===== config.mk =====
export PLATFORM = sky130hd
export DESIGN_NAME = ssc_clock_synth
export DESIGN_NICKNAME = d
export VERILOG_FILES = /design/src/ssc_pkg.sv /design/src/ssc_lock_mon.sv /design/src/ssc_out_div.sv /design/src/ssc_clock_synth.sv
export SDC_FILE = /design/constraint.sdc
export NUM_CORES = 1
export LEC_CHECK = 0
export ABC_AREA = 1
export CAP_MARGIN = 20
export CORE_MARGIN = 10
export CORE_UTILIZATION = 55
export CTS_BUF_LIST = sky130_fd_sc_hd__clkbuf_4 sky130_fd_sc_hd__clkbuf_8
export DETAILED_ROUTE_END_ITERATION = 10
export DONT_BUFFER_PORTS = 1
export HOLD_SLACK_MARGIN = 0.08
export PLACE_DENSITY = 0.73
export SYNTH_ARGS = -nofsm -noshare
export SYNTH_HDL_FRONTEND = slang
export SYNTH_SLANG_ARGS = --single-unit

===== constraint.sdc =====
create_clock -name clk -period 3.3 [get_ports clk]
set_input_delay 0.99 -clock clk [delete_from_list [all_inputs] [get_ports clk]]
set_output_delay 0.99 -clock clk [all_outputs]
set_load 0.01 [all_outputs]

===== src/ssc_pkg.sv =====
// Package for the system clock synthesizer control block.
// Assumes one 10 MHz clock; the reference arrives as one-cycle edge pulses.
package ssc_pkg;

  // ---------------------------------------------------------------
  // Bus and register map
  // ---------------------------------------------------------------
  localparam int SSC_ADDR_W = 2;
  localparam int SSC_DATA_W = 16;
  localparam logic [1:0] SSC_OFF_CTRL = 2'h0;
  localparam logic [1:0] SSC_OFF_STAT = 2'h1;
  localparam logic [1:0] SSC_OFF_MASK = 2'h2;

  // ---------------------------------------------------------------
  // Control word layout and reset value
  // ---------------------------------------------------------------
  localparam logic [15:0] SSC_CTRL_RESET = 16'h3F00;
  localparam int SSC_PRESCALE_BIT = 15;
  localparam int SSC_DIVSEL_BIT = 14;
  localparam int SSC_MOD_MSB = 13;
  localparam int SSC_MOD_LSB = 8;
  localparam int SSC_LOCK_BIT = 3;

  // Status and mask bits
  localparam int SSC_EV_GAIN = 0;
  localparam int SSC_EV_LOSS = 1;

  // ---------------------------------------------------------------
  // Timing
  // ---------------------------------------------------------------
  localparam int SSC_CLK_HZ = 10_000_000;
  // Oscillator credit units per oscillator tick (fvco = fref*(mod+1)*4^p/8)
  localparam logic [10:0] SSC_VCO_UNIT = 11'h0008;
  localparam logic [10:0] SSC_CREDIT_MAX = 11'h03FF;
  // Reference ticks needed to declare lock
  localparam logic [7:0] SSC_LOCK_REF_TICKS = 8'h40;
  // Reference period jitter tolerated without relock, in clk cycles
  localparam logic [11:0] SSC_REF_TOL = 12'h0002;
  localparam logic [11:0] SSC_PER_MAX = 12'hFFF;

  // Oscillator credit added per reference tick
  function automatic logic [8:0] ssc_vco_step(input logic [5:0] modulus,
                                              input logic prescale);
    logic [8:0] base;
    base = {3'b000, modulus} + 9'h001;
    ssc_vco_step = prescale ? (base << 2) : base;
  endfunction

  // Distance between two period counts
  function automatic logic [11:0] ssc_abs_diff(input logic [11:0] a, input logic [11:0] b);
    ssc_abs_diff = (a > b) ? (a - b) : (b - a);
  endfunction

endpackage


===== src/ssc_lock_mon.sv =====
// Lock monitor of the clock synthesizer.
// Assumes relock is a pulse and ref_tick a one-cycle reference edge pulse.
`timescale 1ns/1ps
`default_nettype none
module ssc_lock_mon
  import ssc_pkg::*;
(
  // Clock and reset
  input wire logic clk,
  input wire logic resetn,
  // Control
  input wire logic enable,
  input wire logic relock,
  input wire logic ref_tick,
  // Status
  output logic locked
);

  typedef struct packed {
    logic locked;
    logic [7:0] cnt;
  } ssc_lock_state_t;

  ssc_lock_state_t q_reg, q_next;

  // ---------------------------------------------------------------
  // Lock counting
  // ---------------------------------------------------------------
  always_comb begin
    q_next = q_reg;
    if (!resetn || !enable || relock) begin
      q_next = '0;
    end else if (ref_tick && !q_reg.locked) begin
      q_next.cnt = q_reg.cnt + 8'h01;
      if (q_next.cnt == SSC_LOCK_REF_TICKS) begin
        q_next.locked = 1'b1;
      end
    end
  end

  always_ff @(posedge clk) begin
    q_reg <= q_next;
  end

  assign locked = q_reg.locked;
endmodule
`default_nettype wire


===== src/ssc_out_div.sv =====
// Output divider outside the loop: oscillator ticks to system clock enable.
// Assumes vco_tick and ref_tick are one-cycle pulses.
`timescale 1ns/1ps
`default_nettype none
module ssc_out_div
  import ssc_pkg::*;
(
  // Clock and reset
  input wire logic clk,
  input wire logic resetn,
  // Sources
  input wire logic vco_tick,
  input wire logic ref_tick,
  // Control
  input wire logic div_by_two,
  input wire logic bypass,
  // System clock enable
  output logic sys_clk_en
);

  typedef struct packed {
    logic [1:0] cnt;
    logic en;
  } ssc_div_state_t;

  ssc_div_state_t q_reg, q_next;

  // ---------------------------------------------------------------
  // Divide by four or two, or pass the external clock
  // ---------------------------------------------------------------
  always_comb begin
    q_next = q_reg;
    q_next.en = 1'b0;
    if (!resetn) begin
      q_next = '0;
    end else if (bypass) begin
      q_next.en = ref_tick;
      q_next.cnt = 2'b00;
    end else if (vco_tick) begin
      // divide select picks four or two
      if (div_by_two ? q_reg.cnt[0] : (q_reg.cnt == 2'b11)) begin
        q_next.en = 1'b1;
        q_next.cnt = 2'b00;
      end else begin
        q_next.cnt = q_reg.cnt + 2'b01;
      end
    end
  end

  always_ff @(posedge clk) begin
    q_reg <= q_next;
  end

  assign sys_clk_en = q_reg.en;
endmodule
`default_nettype wire


===== src/ssc_clock_synth.sv =====
// Top of the system clock synthesizer control block.
// Assumes strobes are one cycle, never together; ref_clock_input is one
// pulse per reference edge, synchronous to clk.
//
// Chosen here: the register addresses and the plain strobed port.
`timescale 1ns/1ps
`default_nettype none
module ssc_clock_synth
  import ssc_pkg::*;
(
  // Clock and reset
  input wire logic clk,
  input wire logic resetn,
  // Pins
  input wire logic clock_source_select_pin,
  input wire logic ref_clock_input,
  // Register port
  input wire logic [SSC_ADDR_W-1:0] addr,
  input wire logic [SSC_DATA_W-1:0] wr_data,
  input wire logic wr_en,
  input wire logic rd_en,
  output logic [SSC_DATA_W-1:0] rd_data,
  // Clock outputs
  output logic sys_clk_en,
  output logic synth_enabled,
  output logic synth_lock_flag,
  output logic chip_reset_n,
  // Interrupt
  output logic irq
);

  typedef struct packed {
    logic mode_synth;
    logic prescale;
    logic div_sel;
    logic [5:0] modulus;
    logic [1:0] stat;
    logic [1:0] mask;
    logic [15:0] rd_data;
    logic irq;
    logic chip_rst_n;
    logic released;
    logic [9:0] credit;
    logic vco_tick;
    logic [11:0] per_cnt;
    logic [11:0] per_last;
    logic ref_seen;
    logic ref_full;
    logic locked_d;
  } ssc_top_state_t;

  ssc_top_state_t q_reg, q_next;
  logic locked;
  logic relock_wr;
  logic relock_ref;
  logic [1:0] events;
  logic [10:0] sum;
  logic [8:0] step;
  logic ctrl_wr;

  // ---------------------------------------------------------------
  // Submodules
  // ---------------------------------------------------------------
  ssc_lock_mon u_lock (
    .clk(clk),
    .resetn(resetn),
    .enable(q_reg.mode_synth),
    .relock(relock_wr | relock_ref),
    .ref_tick(ref_clock_input),
    .locked(locked)
  );

  ssc_out_div u_div (
    .clk(clk),
    .resetn(resetn),
    .vco_tick(q_reg.vco_tick),
    .ref_tick(ref_clock_input),
    .div_by_two(q_reg.div_sel),
    .bypass(!q_reg.mode_synth),
    .sys_clk_en(sys_clk_en)
  );

  // ---------------------------------------------------------------
  // Relock causes and events
  // ---------------------------------------------------------------
  always_comb begin
    ctrl_wr = wr_en && (addr == SSC_OFF_CTRL);
    // divide select left out of the compare
    relock_wr = ctrl_wr && q_reg.mode_synth &&
                ((wr_data[SSC_PRESCALE_BIT] != q_reg.prescale) ||
                 (wr_data[SSC_MOD_MSB:SSC_MOD_LSB] != q_reg.modulus));
    // reference period moved
    // Partial first period after reset never compared
    relock_ref = q_reg.mode_synth && ref_clock_input && q_reg.ref_full &&
                 (ssc_abs_diff(q_reg.per_cnt, q_reg.per_last) > SSC_REF_TOL);
    events = 2'b00;
    events[SSC_EV_GAIN] = locked && !q_reg.locked_d;
    events[SSC_EV_LOSS] = !locked && q_reg.locked_d;
    // loop multiplier from prescale and modulus only
    step = ssc_vco_step(q_reg.modulus, q_reg.prescale);
  end

  // ---------------------------------------------------------------
  // Next state
  // ---------------------------------------------------------------
  always_comb begin
    q_next = q_reg;
    sum = 11'h000;
    if (!resetn) begin
      q_next = '0;
      // strap caught while reset is held
      q_next.mode_synth = clock_source_select_pin;
      q_next.prescale = SSC_CTRL_RESET[SSC_PRESCALE_BIT];
      q_next.div_sel = SSC_CTRL_RESET[SSC_DIVSEL_BIT];
      q_next.modulus = SSC_CTRL_RESET[SSC_MOD_MSB:SSC_MOD_LSB];
    end else begin
      // Register writes; lock bit has no write path
      if (ctrl_wr) begin
        q_next.prescale = wr_data[SSC_PRESCALE_BIT];
        q_next.div_sel = wr_data[SSC_DIVSEL_BIT];
        q_next.modulus = wr_data[SSC_MOD_MSB:SSC_MOD_LSB];
      end
      if (wr_en && addr == SSC_OFF_MASK) begin
        q_next.mask = wr_data[1:0];
      end
      // Sticky status, set wins over write-one clear
      if (wr_en && addr == SSC_OFF_STAT) begin
        q_next.stat = q_reg.stat & ~wr_data[1:0];
      end
      q_next.stat = q_next.stat | events;
      q_next.irq = |(q_next.stat & q_next.mask);
      q_next.locked_d = locked;
      // Read data for one cycle only
      q_next.rd_data = 16'h0000;
      if (rd_en) begin
        case (addr)
          SSC_OFF_CTRL: begin
            q_next.rd_data = {q_reg.prescale, q_reg.div_sel, q_reg.modulus, 8'h00};
            q_next.rd_data[SSC_LOCK_BIT] = locked;
          end
          SSC_OFF_STAT: q_next.rd_data = {14'h0000, q_reg.stat};
          SSC_OFF_MASK: q_next.rd_data = {14'h0000, q_reg.mask};
          default: q_next.rd_data = 16'h0000;
        endcase
      end
      q_next.vco_tick = 1'b0;
      if (q_reg.mode_synth) begin
        sum = {1'b0, q_reg.credit} + (ref_clock_input ? {2'b00, step} : 11'h000);
        // oscillator rate independent of the divide select
        if (sum >= SSC_VCO_UNIT) begin
          q_next.vco_tick = 1'b1;
          sum = sum - SSC_VCO_UNIT;
        end
        if (sum > SSC_CREDIT_MAX) begin
          sum = SSC_CREDIT_MAX;
        end
      end
      q_next.credit = sum[9:0];
      // Reference period measurement
      if (ref_clock_input) begin
        q_next.per_last = q_reg.per_cnt;
        q_next.per_cnt = 12'h001;
        q_next.ref_seen = 1'b1;
        q_next.ref_full = q_reg.ref_seen;
      end else if (q_reg.per_cnt != SSC_PER_MAX) begin
        q_next.per_cnt = q_reg.per_cnt + 12'h001;
      end
      // hold device reset until first lock when the synthesizer is selected; release at once otherwise
      q_next.chip_rst_n = !q_reg.mode_synth || locked || q_reg.released;
      q_next.released = q_reg.released || q_reg.chip_rst_n;
    end
  end

  always_ff @(posedge clk) begin
    q_reg <= q_next;
  end

  // ---------------------------------------------------------------
  // Outputs
  // ---------------------------------------------------------------
  assign rd_data = q_reg.rd_data;
  assign synth_enabled = q_reg.mode_synth;
  assign synth_lock_flag = locked;
  assign chip_reset_n = q_reg.chip_rst_n;
  assign irq = q_reg.irq;

  // ---------------------------------------------------------------
  // Checks
  // ---------------------------------------------------------------
  logic [3:0] h_vco;
  logic h_xchg;
  always_ff @(posedge clk) begin
    if (!resetn || sys_clk_en) begin
      h_vco <= (resetn && q_reg.vco_tick) ? 4'h1 : 4'h0;
      h_xchg <= 1'b0;
    end else begin
      h_vco <= h_vco + (q_reg.vco_tick ? 4'h1 : 4'h0);
      h_xchg <= h_xchg || ctrl_wr;
    end
  end
endmodule
`default_nettype wire


# After elaboration in Yosys (flattened, before gate mapping)
# Index checks and enable logic that the tools add are counted.
word_totals:
  register_bits: 82
  wordCells: 95
  out_inout_bits: 21
  in_bits: 24
classes:
  eq_ne: 7
  n_mux: 20
  addsub: 8
  n_bitwise: 6
  n_lt_le_gt_ge: 4
  n_reduce_logical: 28
op_table:
  columns: ["operator", "n"]
  rows:
  - ["$pmux W16 S3", 1]
  - ["$mux W11", 3]
  - ["$sub A12 B12 Y12", 2]
  - ["$mux W9", 2]
  - ["$add A12 B1 Y12 const B", 1]
  - ["$gt A12 B12 Y1", 1]
  - ["$gt A12 B2 Y1 const B", 1]
  - ["$mux W12", 1]
  - ["$ne A12 B12 Y1 const B", 1]
  - ["$add A10 B9 Y11", 1]
  - ["$ge A11 B4 Y1 const B", 1]
  - ["$gt A11 B10 Y1 const B", 1]
  - ["$logic_and A1 B1 Y1", 11]
  - ["$sub A11 B4 Y11 const B", 1]
  - ["$mux W10", 1]
  - ["$mux W2", 5]
  - ["$add A8 B1 Y8 const B", 1]
  - ["$eq A8 B7 Y1 const B", 1]
  - ["$add A6 B1 Y7 const B", 1]
  - ["$mux W1", 7]
  - ["$logic_or A1 B1 Y1", 6]
  - ["$ne A6 B6 Y1", 1]
  - ["$reduce_and A2 Y1", 3]
  - ["$and A2 B2 Y2", 2]
  - ["12 further kinds", 17]

# Longest topological paths before layout
logic_depth:
  ltp_word: 10
  depth_mapped: 20
  mapped_depth_nobuf: 20

# By module
# From an unflattened synthesis, not the netlist that was laid out.
hier_totals:
  cells_unflattened: 860
  area_unflattened_um2: 5659.2
by_module_without_submodules:
  columns: ["mod", "cells_per_inst", "area_per_inst_um2", "seq_area_each_um2", "instances"]
  rows:
  - ["ssc_clock_synth", 759, 4994.8, 1311.3, 1]
  - ["ssc_lock_mon", 75, 503.0, 180.2, 1]
  - ["ssc_out_div", 26, 161.4, 60.1, 1]

# Least setup slack after synthesis
# OpenSTA, ideal clock, no wires.
synth_timing:
  path_kind: "input to register"
  from: "input ref_clock_input"
  to: "register q_reg[31] (netlist bit)"
  n_path_buf: 1
  cell_stages: 17
  setup_time_ns: 0.118
  required_time_ns: 3.182
  arrival_ns: 3.307
  setup_slack_ns: -0.125
  path_cell_list: "clkbuf_1 -> nand2_1 -> o22ai_1 -> ha_1 -> nand3_1 -> nand3_2 -> xor2_1 -> ha_1 -> inv_1 -> nor2_1 -> nand2_1 -> nor2_1 -> nand2_1 -> nor2_2 -> inv_2 -> o21ai_1 -> nor2_1"
synth_via:
  elab_chain_cells: 8
  word_cells_on_any_way: 9
  classes_between: "add/sub: 2; order compare: 2; mux: 5"
synth_lines:
  columns: ["element", "line_no", "rtl"]
  rows:
  - ["from (decl)", "ssc_clock_synth.sv:16", "input wire logic ref_clock_input,"]
  - ["$mux W9 *", "ssc_clock_synth.sv:148", "sum = {1'b0, q_reg.credit} + (ref_clock_input ? {2'b00, step} : 11'h000);"]
  - ["$add A10 B9 Y11 *", "ssc_clock_synth.sv:148", null]
  - ["$sub A11 B4 Y11 / $ge A11 B4 Y1 (equally long branches)", "ssc_clock_synth.sv:152, ssc_clock_synth.sv:150", null]
  - ["$mux W11 *", "ssc_clock_synth.sv:150", "if (sum >= SSC_VCO_UNIT) begin"]
  - ["$mux W11 *", "ssc_clock_synth.sv:147", "if (q_reg.mode_synth) begin"]
  - ["$mux W11 *", "ssc_clock_synth.sv:109", "if (!resetn) begin"]
  - ["$gt A11 B10 Y1", "ssc_clock_synth.sv:154", "if (sum > SSC_CREDIT_MAX) begin"]
  - ["$mux W10 *", "ssc_clock_synth.sv:154", null]
  - ["to (signal assigned)", "ssc_clock_synth.sv:175", "q_reg <= q_next;"]
  - ["to (decl)", "ssc_clock_synth.sv:52", "ssc_top_state_t q_reg, q_next;"]
# Every way passes the cells marked *; elsewhere a longest branch is shown, timed or not. The select of a mux whose other input is x is not followed.
# A chain may end at the register's enable or synchronous reset.

# Worst setup path in the final report
layout_timing:
  from: "register q_reg[61] (netlist bit)"
  to: "register q_reg[36] (netlist bit)"
layout_via:
  elab_chain_cells: 10
  word_cells_on_any_way: 11
  classes_between: "add/sub: 3; order compare: 2; mux: 6"
layout_lines:
  columns: ["element", "line_no", "rtl"]
  rows:
  - ["$add A6 B1 Y7 *", "ssc_pkg.sv:45", "base = {3'b000, modulus} + 9'h001;"]
  - ["$mux W9 *", "ssc_pkg.sv:46", "ssc_vco_step = prescale ? (base << 2) : base;"]
  - ["$mux W9 *", "ssc_clock_synth.sv:148", null]
  - ["$add A10 B9 Y11 *", "ssc_clock_synth.sv:148", null]
  - ["$sub A11 B4 Y11 / $ge A11 B4 Y1 (equally long branches)", "ssc_clock_synth.sv:152, ssc_clock_synth.sv:150", null]
  - ["$mux W11 *", "ssc_clock_synth.sv:150", null]
  - ["$mux W11 *", "ssc_clock_synth.sv:147", null]
  - ["$mux W11 *", "ssc_clock_synth.sv:109", null]
  - ["$gt A11 B10 Y1", "ssc_clock_synth.sv:154", null]
  - ["$mux W10 *", "ssc_clock_synth.sv:154", null]
# Marks and branches as above.

==> flow_metrics.tcl <==
set metrics [dict create \
    status "finished clean" \
    final_common_cell "nand2_1" \
    grt_pass1_wl_microns 21000 \
    io_buffers 0 \
    dpl-instance-area_sq_um 5560 \
    cpPeakStageDelay_ns 0.41 \
    synth_enable_flop_cells 1 \
    critPathMaxFanout 8 \
    synth_top_flop_cell "dfxtp_1" \
    synth_compound_area_share_pct 12.3 \
    largest_register_ffs 51 \
    wire_per_inst_microns 12.9 \
    hold_buffers 0 \
    initial_core_util_pct 55.9 \
    slew_viol_final 0 \
    r2r_cells 17 \
    muxShareOfSynthArea_pct 0.185 \
    post-route-period-util_pct 92.3 \
    grt-ovfl-total 0 \
    yosysSeqAreaShare_pct 28.7 \
    grtUsageTotal_pct 17.2 \
    cp_slowest_cell "dfxtp_2" \
    ys_types 43 \
    grt_max_degree 33 \
    layout-drive-gt1-share_pct 8.39 \
    hold_viol 0 \
    ios 45 \
    post-route-drc-count 0 \
    r2r-end "q_reg[36]$_SDFF_PN0_" \
    leakage_nw 2.84 \
    synth-xor-area-share_pct 6.91 \
    vias 4928 \
    clock_sinks 77 \
    die_w_microns 119 \
    design.core.area_sq_um 9680 \
    clockBufferDepth 2 \
    setup_viol 0 \
    instances_no_fill 955 \
    drv_cap 0 \
    std_cell_rows 36 \
    whs_path_depth 2 \
    fmax_ghz 0.328 \
    synth_top_family_by_area "simple AND/OR/NAND/NOR gates" \
    power_w 0.00301 \
    path_cells "ha_1 -> nand3_1 -> xor2_2 -> o22ai_1 -> ha_1 -> inv_1 -> o21ai_2 -> buf_4 -> a21oi_4 -> xor2_2 -> nand3_2 -> nor2_2 -> nand2_1 -> nand2_1 -> nand2_2 -> o21ai_0 -> nor2_1" \
    grt_pass1_vias 4809 \
    dp_hpwl_microns 9810 \
    clkTransAtPathRegs_ns 0.09 \
    ys_warn_count 0 \
    final_cell_mix "nand2_1 (197), inv_1 (131), dfxtp_1 (74)" \
    die_y_microns 119 \
    antenna_left 0 \
    h-tree-depth 3 \
    final_area_sq_um 5760 \
    min_period_ns 3.04 \
    drt_iter0_markers 242 \
    fill_cells 948 \
    crit_type "register to register" \
    dp_cells 939 \
    slew_headroom_pct 50.6 \
    path_delay_family "simple AND/OR/NAND/NOR gates" \
    hold_end "q_reg[2]$_SDFFE_PN0P_" \
    tritoncts "built" \
    yosys.area_share.simple_pct 28.9 \
    place.gp.congestion 0.888 \
    synth-seq-cells 77 \
    critPathBufInv 2 \
    drt-vias-per-instance 5.16 \
    antenna_found_initial 0 \
    crit_arrival_ns 3.28 \
    final_core_util_pct 59.5 \
    clock_skew_ns 0.0169 \
    hp-class "register to register" \
    firstDrtPassIters 5 \
    syn_inst 814 \
    area_growth_pct 6.35 \
    hold_start "q_reg[2]$_SDFFE_PN0P_" \
    required_ns 3.53 \
    cts-root-buf "clkbuf_8" \
    critPathCaptureType "register" \
    power.density_nw_per_um2 522 \
    reg2reg_from "q_reg[61]$_SDFFE_PN1P_" \
    synthArstFlopShare_pct 0 \
    start_kind "register" \
    irDropWorstVdd_v 0.000376 \
    diodes 0 \
    dieArea_sq_um 14200 \
    synthAdderAreaFrac_pct 9.89 \
    postRouteWirelength_microns 12300 \
    rrSetupSlack_ns 0.26 \
    cts_made_buffers 9 \
    tightest_slew_ns 0.739 \
    clock_latency_ns 0.35 \
    final_nets 882 \
    synth_area_sq_um 5420 \
    syn_avg_cell_area_sq_um 6.65 \
]
==> timing repair <==
| item | CTS | global route |
|---|---|---|
| endpoints found under the setup margin | 0 | 20 |
| gates resized for setup | 0 | 13 |
| setup buffers | 0 | 0 |
==> worst min-delay path, stage by stage, from the launching register on <==
cell,delay (ns)
dfxtp_1,0.33
nor2_1,0.04
nor2_1,0.07
==> synth_stat cells, types with 5 or more instances <==
master / n / area share [%]
nand2_1: 199 / 14
dfxtp_1: 76 / 28
xnor2_1: 8 / 1.3
nor3_1: 15 / 1.4
nand2_2: 5 / 0.58
nand3_2: 5 / 0.92
nand3_1: 46 / 4.3
o22ai_1: 5 / 0.58
ha_1: 38 / 8.8
inv_1: 131 / 9.1
clkbuf_1: 9 / 0.62
o21ai_0: 41 / 3.8
o211ai_1: 6 / 0.83
a21oi_1: 50 / 4.6
nand4_1: 15 / 1.7
xor2_1: 31 / 5.0
buf_4: 18 / 2.5
nor2_1: 76 / 5.3
==> metal layers <==
layer | track usage, % | vias to the layer above | part of all wire, %
li1 | - | 2566 | -
met5 | 0 | - | 0
met4 | 4.20 | 0 | 1.1
met1 | 19.4 | 2236 | 44
met3 | 5.01 | 14 | 6.0
met2 | 31.0 | 112 | 49
==> power by group <==
part	internal [W]	switching (W)	total [W]	leakage [nW]
combinational	0.000519	0.000787	0.00131	2.12
clock	0.000287	0.000352	0.000639	0.0944
sequential	0.00101	0.0000511	0.00106	0.629
==> area by class of cell <==
class	instances	area (sq um)	area share, %
multi-input combinational	574	3210	55.8
sequential	77	1550	27.0
inverter	137	514	8.93
tap	133	166	2.89
timing repair buffer	18	135	2.35
clock buffer	10	131	2.28
clock inverter	6	45.0	0.782
==> logic make-up after synthesis <==
family / Yosys count
xor gates and xnor gates: 41
AOI/OAI and AO/OA: 119
and+or+nand+nor: 367
buffers and inverters: 167
DFF: 77
adders and majority gates: 41
other: 1
muxes: 1
==> metrics by stage <==
stage | TNS, ns | setup slack [ns] | hold slack [ns]
after floorplan | 0 | 0.00656 | 0.435
after global placement | -0.195 | -0.0576 | 0.445
after detailed placement | -0.800 | -0.134 | 0.459
after CTS | 0 | 0.0598 | 0.480
after global routing | -0.00350 | -0.00350 | 0.510
final | 0 | 0.256 | 0.475
==> how the worst max path moves through the flow <==
stage / startpoint / end / slack, ns / cells past startpoint
2_1_floorplan: ref_clock_input / q_reg[31]$_SDFF_PN0_ / 0.007 / 17
3_3_place_gp: ref_clock_input / q_reg[35]$_SDFF_PN0_ / -0.06 / 17
3_5_place_dp: ref_clock_input / q_reg[35]$_SDFF_PN0_ / -0.13 / 17
4_1_cts: q_reg[61]$_SDFFE_PN1P_ / q_reg[33]$_SDFF_PN0_ / 0.06 / 17
5_1_grt: q_reg[61]$_SDFFE_PN1P_ / q_reg[30]$_SDFF_PN0_ / -0.004 / 16
6_report: q_reg[61]$_SDFFE_PN1P_ / q_reg[36]$_SDFF_PN0_ / 0.26 / 17
(Power assumes the default switching activity.)
